==> config.mk <==
export PLATFORM = sky130hd
export DESIGN_NAME = unx_ext
export DESIGN_NICKNAME = d
export VERILOG_FILES = /design/src/hdl/unx_pkg.sv /design/src/hdl/unx_ext.sv
export VERILOG_INCLUDE_DIRS = /design/src /design/src/hdl
export SDC_FILE = /design/constraint.sdc
export NUM_CORES = 1
export LEC_CHECK = 0
export BUFFER_PORTS_ARGS = -buffer_cell sky130_fd_sc_hd__buf_2
export CAP_MARGIN = 20
export CORE_ASPECT_RATIO = 0.9
export CORE_MARGIN = 8
export CORE_UTILIZATION = 50
export DETAILED_ROUTE_END_ITERATION = 8
export PLACE_DENSITY = 0.75
export SYNTH_ARGS = -nofsm -noshare
export SYNTH_HDL_FRONTEND = slang
export SYNTH_SLANG_ARGS = --single-unit
==> constraint.sdc <==
create_clock -name core_clk -period 3 [get_ports core_clk]
set_input_delay 0.45 -clock core_clk [delete_from_list [all_inputs] [get_ports core_clk]]
set_output_delay 0.45 -clock core_clk [all_outputs]
set_load 0.01 [all_outputs]
==> src/hdl/unx_regs.svh <==
// Register offsets, field positions and reset values of the network UART extension
`ifndef UNX_REGS_SVH
`define UNX_REGS_SVH

`define UNX_OFF_MODEM 32'hFFFF0718
`define UNX_OFF_SCRATCH 32'hFFFF071C
`define UNX_OFF_NETCTL 32'hFFFF0720
`define UNX_OFF_IRQID 32'hFFFF0724
`define UNX_OFF_NODEADR 32'hFFFF0728
`define UNX_OFF_FRACDIV 32'hFFFF072C

`define UNX_RST_MODEM 8'h00
`define UNX_RST_SCRATCH 8'h00
`define UNX_RST_NETCTL 8'h04
`define UNX_RST_IRQID 8'h01
`define UNX_RST_NODEADR 8'hAA
`define UNX_RST_FRACDIV 16'h0000

`define UNX_NC_MODE 7
`define UNX_NC_TX9 6
`define UNX_NC_RX9 5
`define UNX_NC_IRQEN 4
`define UNX_NC_WORD9 3
`define UNX_NC_DRV 2
`define UNX_NC_POL 1
`define UNX_NC_ADDR 0

`define UNX_FD_EN 15
`define UNX_FD_M_HI 12
`define UNX_FD_M_LO 11
`define UNX_FD_N_HI 10
`define UNX_FD_WMASK 16'h9FFF

`define UNX_ID_MATCH 8'h0C
`define UNX_ID_ADDRTX 8'h0A
`define UNX_ID_NONE 8'h01

`define UNX_M_ZERO_AS 3'h4

`endif

==> src/hdl/unx_pkg.sv <==
// Types shared by the network UART extension
package unx_pkg;
    typedef logic [7:0] unx_byte_t;
    typedef logic [3:0] unx_modem_t;
    typedef enum logic [1:0] {SRC_NONE, SRC_ADDR_TX, SRC_MATCH} unx_src_t;
endpackage

==> src/hdl/unx_ext.sv <==
// Modem status, scratch, fractional divider control and network address mode
// Functional notes
// - Upper nibble shows live DCD RI DSR CTS
// - Bit 3 flags DCD change, read clears
// - Bit 2 flags RI rising, read clears
// - Bit 1 flags DSR change, read clears
// - Bit 0 flags CTS change, read clears
// - Scratch byte readable and writable, always
// - Bit 15 selects fractional baud generator
// - Bits 10:0 give fractional value N
// - Bit 7 enables network address mode
// - No parity while network mode active
// - Up to 256 nodes, single or multimaster
// - Bit 0 marks next character as address
// - Bit 1 sets address bit polarity
// - Bit 6 enables 9-bit transmit in mode
// - Bit 5 enables 9-bit receive in mode
// - Bit 4 gates network interrupt
// - Bit 3 selects 9-bit data words while bit 6 is clear
// - Bit 2 drives output pin, else released in network mode
// - Irq id upper nibble reserved, resets 0x01
// - Address match interrupts and sets status code
//
// Decided for this implementation: the plain strobed port.
`timescale 1ns/1ps
`default_nettype none
`include "unx_regs.svh"

module unx_ext
    import unx_pkg::*;
(
    // Clock and reset
    input wire logic core_clk,
    input wire logic srst,
    // Register port
    input wire logic [31:0] reg_addr,
    input wire logic [15:0] reg_wdata,
    input wire logic reg_wr,
    input wire logic reg_rd,
    output logic [15:0] reg_rdata,
    // Modem pins
    input wire logic dcd_pin,
    input wire logic ri_pin,
    input wire logic dsr_pin,
    input wire logic cts_pin,
    // UART core receive side
    input wire logic rx_char_valid,
    input wire logic [8:0] rx_char,
    input wire logic rx_buf_read,
    // UART core transmit side
    input wire logic tx_load,
    input wire logic tx_char_done,
    input wire logic tx_serial,
    // Serial output pin
    output logic serial_out_pin_o,
    output logic serial_out_pin_oe_n,
    // Controls to the UART core
    output logic parity_inhibit,
    output logic tx_ninth_en,
    output logic tx_ninth_bit,
    output logic rx_ninth_en,
    output logic data_word9,
    output logic frac_baud_sel,
    output logic [2:0] frac_mult,
    output logic [10:0] frac_numer,
    // Network interrupt request
    output logic net_irq
);

    // Ninth bit equal to polarity marks an address character
    function automatic logic addr_ninth(input logic is_addr, input logic pol);
        addr_ninth = is_addr ? pol : ~pol;
    endfunction

    function automatic logic hit(input logic [31:0] a, input logic [31:0] off);
        hit = (a == off);
    endfunction

    unx_modem_t modem_meta_reg;
    unx_modem_t modem_sync_reg;
    unx_modem_t modem_prev_reg;
    unx_modem_t chg_reg;
    unx_modem_t chg_next;
    unx_modem_t chg_event;
    unx_byte_t scratch_reg;
    unx_byte_t netctl_reg;
    unx_byte_t nodeadr_reg;
    logic [15:0] fracdiv_reg;
    logic [15:0] rdata_reg;
    logic [15:0] rdata_next;
    unx_src_t src;
    logic match_reg;
    logic addrtx_reg;
    logic tx_is_addr_reg;
    logic modem_read;
    logic mode_on;
    logic rx_addr_hit;
    logic addrtx_event;

    assign modem_read = reg_rd && hit(reg_addr, `UNX_OFF_MODEM);
    assign mode_on = netctl_reg[`UNX_NC_MODE];

    // Two flops before the pins are looked at
    always_ff @(posedge core_clk)
    begin
        if (srst)
        begin
            modem_meta_reg <= 4'h0;
            modem_sync_reg <= 4'h0;
            modem_prev_reg <= 4'h0;
        end
        else
        begin
            modem_meta_reg <= {dcd_pin, ri_pin, dsr_pin, cts_pin};
            modem_sync_reg <= modem_meta_reg;
            modem_prev_reg <= modem_sync_reg;
        end
    end

    always_comb
    begin
        chg_event[3] = modem_sync_reg[3] ^ modem_prev_reg[3];
        chg_event[2] = modem_sync_reg[2] & ~modem_prev_reg[2];
        chg_event[1] = modem_sync_reg[1] ^ modem_prev_reg[1];
        chg_event[0] = modem_sync_reg[0] ^ modem_prev_reg[0];
        // Set wins over the clear of a read
        chg_next = (modem_read ? 4'h0 : chg_reg) | chg_event;
    end

    always_ff @(posedge core_clk)
    begin
        if (srst)
            chg_reg <= 4'h0;
        else
            chg_reg <= chg_next;
    end

    // Software registers
    always_ff @(posedge core_clk)
    begin
        if (srst)
        begin
            scratch_reg <= `UNX_RST_SCRATCH;
            netctl_reg <= `UNX_RST_NETCTL;
            nodeadr_reg <= `UNX_RST_NODEADR;
            fracdiv_reg <= `UNX_RST_FRACDIV;
        end
        else if (reg_wr)
        begin
            if (hit(reg_addr, `UNX_OFF_SCRATCH))
                scratch_reg <= reg_wdata[7:0];
            if (hit(reg_addr, `UNX_OFF_NETCTL))
                netctl_reg <= reg_wdata[7:0];
            if (hit(reg_addr, `UNX_OFF_NODEADR))
                nodeadr_reg <= reg_wdata[7:0];
            if (hit(reg_addr, `UNX_OFF_FRACDIV))
                fracdiv_reg <= reg_wdata & `UNX_FD_WMASK;
        end
    end

    // Address reception: 8-bit node field covers 256 nodes
    assign rx_addr_hit = rx_char_valid && mode_on && netctl_reg[`UNX_NC_RX9]
        && (rx_char[8] == addr_ninth(1'b1, netctl_reg[`UNX_NC_POL]))
        && (rx_char[7:0] == nodeadr_reg);

    // Reading the receive buffer clears the match; a new match wins
    always_ff @(posedge core_clk)
    begin
        if (srst)
            match_reg <= 1'b0;
        else if (rx_addr_hit)
            match_reg <= 1'b1;
        else if (rx_buf_read)
            match_reg <= 1'b0;
    end

    // Remember whether the character in flight was an address
    always_ff @(posedge core_clk)
    begin
        if (srst)
            tx_is_addr_reg <= 1'b0;
        else if (tx_load)
            tx_is_addr_reg <= tx_ninth_en && netctl_reg[`UNX_NC_ADDR];
    end

    assign addrtx_event = tx_char_done && tx_is_addr_reg && mode_on;

    always_ff @(posedge core_clk)
    begin
        if (srst)
            addrtx_reg <= 1'b0;
        else if (addrtx_event)
            addrtx_reg <= 1'b1;
        else if (tx_load)
            addrtx_reg <= 1'b0;
    end

    always_comb
    begin
        if (match_reg)
            src = SRC_MATCH;
        else if (addrtx_reg)
            src = SRC_ADDR_TX;
        else
            src = SRC_NONE;
    end

    // Read data, valid the cycle after the strobe only
    always_comb
    begin
        rdata_next = 16'h0000;
        if (reg_rd)
        begin
            case (1'b1)
                hit(reg_addr, `UNX_OFF_MODEM):
                    rdata_next = {8'h00, modem_sync_reg, chg_reg};
                hit(reg_addr, `UNX_OFF_SCRATCH):
                    rdata_next = {8'h00, scratch_reg};
                hit(reg_addr, `UNX_OFF_NETCTL):
                    rdata_next = {8'h00, netctl_reg};
                hit(reg_addr, `UNX_OFF_IRQID):
                begin
                    case (src)
                        SRC_MATCH: rdata_next = {8'h00, `UNX_ID_MATCH};
                        SRC_ADDR_TX: rdata_next = {8'h00, `UNX_ID_ADDRTX};
                        default: rdata_next = {8'h00, `UNX_ID_NONE};
                    endcase
                end
                hit(reg_addr, `UNX_OFF_NODEADR):
                    rdata_next = {8'h00, nodeadr_reg};
                hit(reg_addr, `UNX_OFF_FRACDIV):
                    rdata_next = fracdiv_reg;
                default:
                    rdata_next = 16'h0000;
            endcase
        end
    end

    always_ff @(posedge core_clk)
    begin
        if (srst)
            rdata_reg <= 16'h0000;
        else
            rdata_reg <= rdata_next;
    end

    assign reg_rdata = rdata_reg;

    // Core controls, registered
    always_ff @(posedge core_clk)
    begin
        if (srst)
        begin
            parity_inhibit <= 1'b0;
            tx_ninth_en <= 1'b0;
            tx_ninth_bit <= 1'b0;
            rx_ninth_en <= 1'b0;
            data_word9 <= 1'b0;
            frac_baud_sel <= 1'b0;
            frac_mult <= `UNX_M_ZERO_AS;
            frac_numer <= 11'h000;
            net_irq <= 1'b0;
        end
        else
        begin
            parity_inhibit <= mode_on;
            tx_ninth_en <= mode_on && netctl_reg[`UNX_NC_TX9];
            tx_ninth_bit <= addr_ninth(netctl_reg[`UNX_NC_ADDR], netctl_reg[`UNX_NC_POL]);
            rx_ninth_en <= mode_on && netctl_reg[`UNX_NC_RX9];
            data_word9 <= netctl_reg[`UNX_NC_WORD9] && !netctl_reg[`UNX_NC_TX9];
            frac_baud_sel <= fracdiv_reg[`UNX_FD_EN];
            frac_mult <= (fracdiv_reg[`UNX_FD_M_HI:`UNX_FD_M_LO] == 2'h0) ? `UNX_M_ZERO_AS
                : {1'b0, fracdiv_reg[`UNX_FD_M_HI:`UNX_FD_M_LO]};
            frac_numer <= fracdiv_reg[`UNX_FD_N_HI:0];
            // Polarity picks the active level of the request
            net_irq <= (mode_on && netctl_reg[`UNX_NC_IRQEN] && (src != SRC_NONE))
                == netctl_reg[`UNX_NC_POL];
        end
    end

    // Pin released only in network mode with the driver off
    assign serial_out_pin_o = tx_serial;
    assign serial_out_pin_oe_n = mode_on && !netctl_reg[`UNX_NC_DRV];
endmodule
`default_nettype wire

### After elaboration in Yosys (flattened, before gate mapping)

Index checks and enable logic that the tools add are counted.

* register bits after elaboration: 94
* latch bits: 0
* memory bits (writable): 0
* bits in read-only memories: 0
* input bits: 70
* output and inout bits: 39
* logic and storage cells: 85
* memories kept: 0

* add/subtract/negate cells: 0
* $mul: 0
* div/mod/pow operators: 0
* $lt $le $gt $ge: 0
* eq/ne operators: 11
* shift-type cells: 0
* muxes and demuxes: 16
* bitwise logic cells: 8
* reductions and logical operators: 27

Operator list (number)
* $eq A32 B32 Y1 const B: 6
* $mux W16: 3
* $mux W8: 3
* $logic_and A1 B1 Y1: 14
* $eq A8 B8 Y1: 1
* $pmux W4 S2: 1
* $reduce_and A2 Y1: 4
* $mux W1: 6
* $reduce_bool A2 Y1: 3
* $reduce_or A5 Y1: 1
* $mux W4: 1
* $or A4 B4 Y4: 1
* $reduce_or A2 Y1: 2
* $mux W3: 1
* $not A1 Y1: 3
* $xor A1 B1 Y1: 3
* $eq A1 B1 Y1: 2
* $eq A2 B1 Y1 const B: 1
* $eq A2 B2 Y1 const B: 1
* $logic_not A1 Y1: 2
* $logic_not A2 Y1: 1
* $mux W2: 1
* $and A1 B1 Y1: 1

### Logic depth before layout (Yosys ltp)

* word-level depth: 8
* gate-level depth with buffers: 6
* depth with buffers taken out: 4

### Least setup slack after synthesis

No wires, ideal clock.

* kind: input -> register
* start point: in reg_addr[1]
* end point: reg chg_reg[0]
* library setup time: 0.132 ns
* arrival: 2.036 ns
* data required time: 2.868 ns
* setup slack: 0.831 ns
* cell stages on the path: 6
* path buffers: 2
* path through: or4_4 -> buf_6 -> or4_4 -> buf_6 -> o31ai_1 -> a21oi_1

* word-level cells in the longest chain between the ends: 4

RTL lines
* from (decl): line unx_ext.sv:36 `input wire logic [31:0] reg_addr,`
* $eq A32 B32 Y1: line unx_ext.sv:76 `hit = (a == off);`
* $logic_and A1 B1 Y1: line unx_ext.sv:100 `` assign modem_read = reg_rd && hit(reg_addr, `UNX_OFF_MODEM); ``
* $mux W4: line unx_ext.sv:127 `chg_next = (modem_read ? 4'h0 : chg_reg) | chg_event;`
* $or A4 B4 Y4: line unx_ext.sv:127
* to (signal assigned): line unx_ext.sv:135 `chg_reg <= chg_next;`
* to (decl): line unx_ext.sv:82 `unx_modem_t chg_reg;`

No other way between the ends.
A chain may end at the register's enable or synchronous reset.

### Worst setup path in the final report

* start point: in reg_addr[11]
* end point: reg rdata_reg[6], in the netlist reg_rdata[6]

* word-level cells in the longest chain between the ends: 7
* elaborated cells between the ends (all ways): 12
* classes of those cells: eq/ne (6); mux (6)

RTL lines
* $eq A32 B32 Y1: line unx_ext.sv:76
* $mux W16 (3 in a row): line unx_ext.sv:214 `case (1'b1)`
* $mux W8 (2 in a row): line unx_ext.sv:214
* $mux W8 *: line unx_ext.sv:214
* to (signal assigned): line unx_ext.sv:244 `rdata_reg <= rdata_next;`
* to (decl): line unx_ext.sv:89 `logic [15:0] rdata_reg;`

Every way passes the cells marked *; elsewhere a longest branch is shown, timed or not.

==> impl_results.md <==
- TritonCTS Sinks: 92
- R2r endpoint: reg_rdata[1]$_SDFF_PP0_
- Fin cells: 566
- Starting DRT DRC Count: 241
- CP endpoint kind: register
- Row count: 29
- Initial antenna violation count: 1
- Core Box Area: 7110 um2
- Switching Share: 23.3%
- Number of fill cells: 642
- Leakage: 2.02 nW
- Hold WC Path Type: in2reg
- Die Wd: 107 um
- Worst reg2reg path startpoint: addrtx_reg$_SDFFE_PP0P_
- Detailed-placement wirelength estimate: 7270 um
- Total grt overflow: 0
- Combinational Power Share: 6.1%
- Initial core utilization: 52.2%
- Largest net degree at the start of global routing: 36
- CTS resizes: 0
- Final net count: 538
- Hold Path End: modem_meta_reg[1]$_SDFF_PP0_
- Post-layout min period: 2.13 ns
- Port Buffers: 102
- Gr usage total: 18.7%
- Relative slew slack: 36.7%
- # Post-CTS Setup Buffers: 0
- Worst Reg-to-Reg Cells: 4
- Vias per std cell: 5.38
- # hold bufs at CTS: 0
- Final hold violations: 0
- First-pass GRT wire length: 15700 um
- TNS Setup: 0 ns
- Area Growth Syn to Fin: 19.8%
- Vias in the first global route: 3131
- Prevailing post-synth register cell: dfxtp_1
- Cells after Synth: 370
- Commonest non-fill, non-tap cells in the layout: buf_2 (102), dfxtp_1 (92), nand2_1 (41)
- Peak supply drop: 340 uV
- Critical path required time: 3.24 ns
- Worst hold stages: 2
- ANT cells: 0
- RSZ-0062 raised after global routing: no
- Via count: 3044
- Register share of total power: 57.7%
- Met1 Wirelength: 4010 um
- Crit share post-route: 70.9%
- Number of H-tree levels: 3
- Syn Area/Cell: 10.0 um2
- Worst Min Path Start: dsr_pin
- Int Power: 0.00164 W
- DR DRC count: 0
- Fmax: 0.470 GHz
- CTS tree: done
- Seq/Total Area, Yosys: 49.6%
- Crit start category: primary input
- Worst Tran Pin Value: 0.944 ns
- Routed WL: 9590 um
- Number of CTS-inserted buffers: 9
- Status: finished clean
- Drt wl/cell: 16.9 um
- Arrival @ worst endpoint: 2.36 ns
- Max-cap violations: 0
- Netlist cell types: 47
- ANT nets after route: 0
- Power per Cell Area: 482 nW/um2
- Ys async rst share: 0%
- R2R setup slack: 1.39 ns
- Final Max Slew Viols: 0
- Commonest non-fill, non-tap cell in the layout: buf_2
- Post-synth EDFFs: 0
- DR pass1 iterations: 4
- Placed cells: 550
- Clock power share: 36.2%
- CP Max Fanout: 10
- Highest metal used: met5
- Global placement routability congestion: 0.902
- Io pins: 109
- Routed wire length on met2: 4310 um
- Share of layout cells above drive strength 1: 30.7%
- Mapped cell area: 3710 um2
- Syn. warnings: 0
- Net Switching: 0.000500 W
- Later-pin clock latency in the skew report: 0.35 ns
- Die area: 10400 um2
- CP Class: in2reg
- Clk slew on worst S/H paths: 0.09 ns
- Clk root buf: clkbuf_8
- Endpoints failing setup: 0
- WL met3: 1020 um
- Clock buffer depth: 2
- DIE HEIGHT: 97.7 um
- Clk_skew: 0.00938 ns
- FF+latch count, synth: 92
synth_stat cells (7+ instances only):
library cell | instances | share of area (%)
a21oi_1 | 12 | 1.6
and2_1 | 8 | 1.3
clkbuf_1 | 11 | 1.1
dfxtp_1 | 92 | 50
inv_1 | 12 | 1.2
mux2_2 | 7 | 2.1
mux2i_1 | 32 | 8.6
nand2_1 | 41 | 4.1
nand2b_1 | 8 | 1.3
nand3_1 | 7 | 0.94
nand4_1 | 7 | 1.2
nor2_1 | 17 | 1.7
nor2b_1 | 27 | 4.5
nor3_1 | 7 | 0.94
xnor2_1 | 12 | 2.8
through the flow:
stage	total power (W)	hold WS (ns)	util, %	setup slack [ns]	instance area [um2]
final	0.00214	0.303	62.5	0.873	4450
after floorplan	0.00134	0.414	-	0.831	3720
after CTS	0.00217	0.291	62.5	0.883	4450
after global placement	0.00139	0.425	59.9	0.612	4260
after global routing	0.00223	0.308	62.5	0.775	4450
after detailed placement	0.00140	0.428	59.9	0.530	4260
per-layer routing:
metal,global-route usage (%),up-vias
met2,29.4,137
met4,8.32,2
met1,22.8,1404
met3,6.24,21
li1,-,1480
met5,0,-
power groups by stage:
stage | logic, W | registers, W | clock network (W)
global placement | 0.000128 | 0.00127 | 0
detailed placement | 0.000131 | 0.00127 | 0
global route | 0.000147 | 0.00124 | 0.000847
finish | 0.000131 | 0.00124 | 0.000776
floorplan | 0.0000715 | 0.00126 | 0
CTS | 0.000132 | 0.00124 | 0.000797
worst max-delay path by stage:
stage,from,end,depth (start not counted)
floorplan,reg_addr[1],chg_reg[0]$_SDFF_PP0_,6
CTS,reg_addr[1],reg_rdata[6]$_SDFF_PP0_,5
detailed placement,reg_addr[12],scratch_reg[6]$_SDFFE_PP0P_,5
finish,reg_addr[11],reg_rdata[6]$_SDFF_PP0_,5
global route,srst,nodeadr_reg[0]$_SDFFE_PP0P_,4
global placement,reg_addr[12],scratch_reg[3]$_SDFFE_PP0P_,5
final cells by class:
type                    instances  area (um2)  area share (%)
multi-input cells             246        1710            38.5
flip-flops and latches         92        1840            41.4
clock inverters                 4        32.5           0.731
repair buffers                106         541            12.2
inverters                      13        48.8            1.10
clock buffers                  12         155            3.49
well taps                      93         116            2.62
cells by family after synthesis:
kind of cell    after synthesis  share of synthesized area, %
xor+xnor                     14                          3.30
buf+inv                      33                          4.35
mux                          42                          12.6
other cells                   1                         0.101
simple gates                152                          23.6
compound gates               36                          6.50
flops                        92                          49.6
worst max-delay path, cell delays in order:
cell      delay [ns]
buf_2           0.09
nand4b_1        0.52
nor4_2          0.72
a22oi_1         0.25
a311oi_1        0.33
No activity file was read; power rests on OpenSTA's default activity.
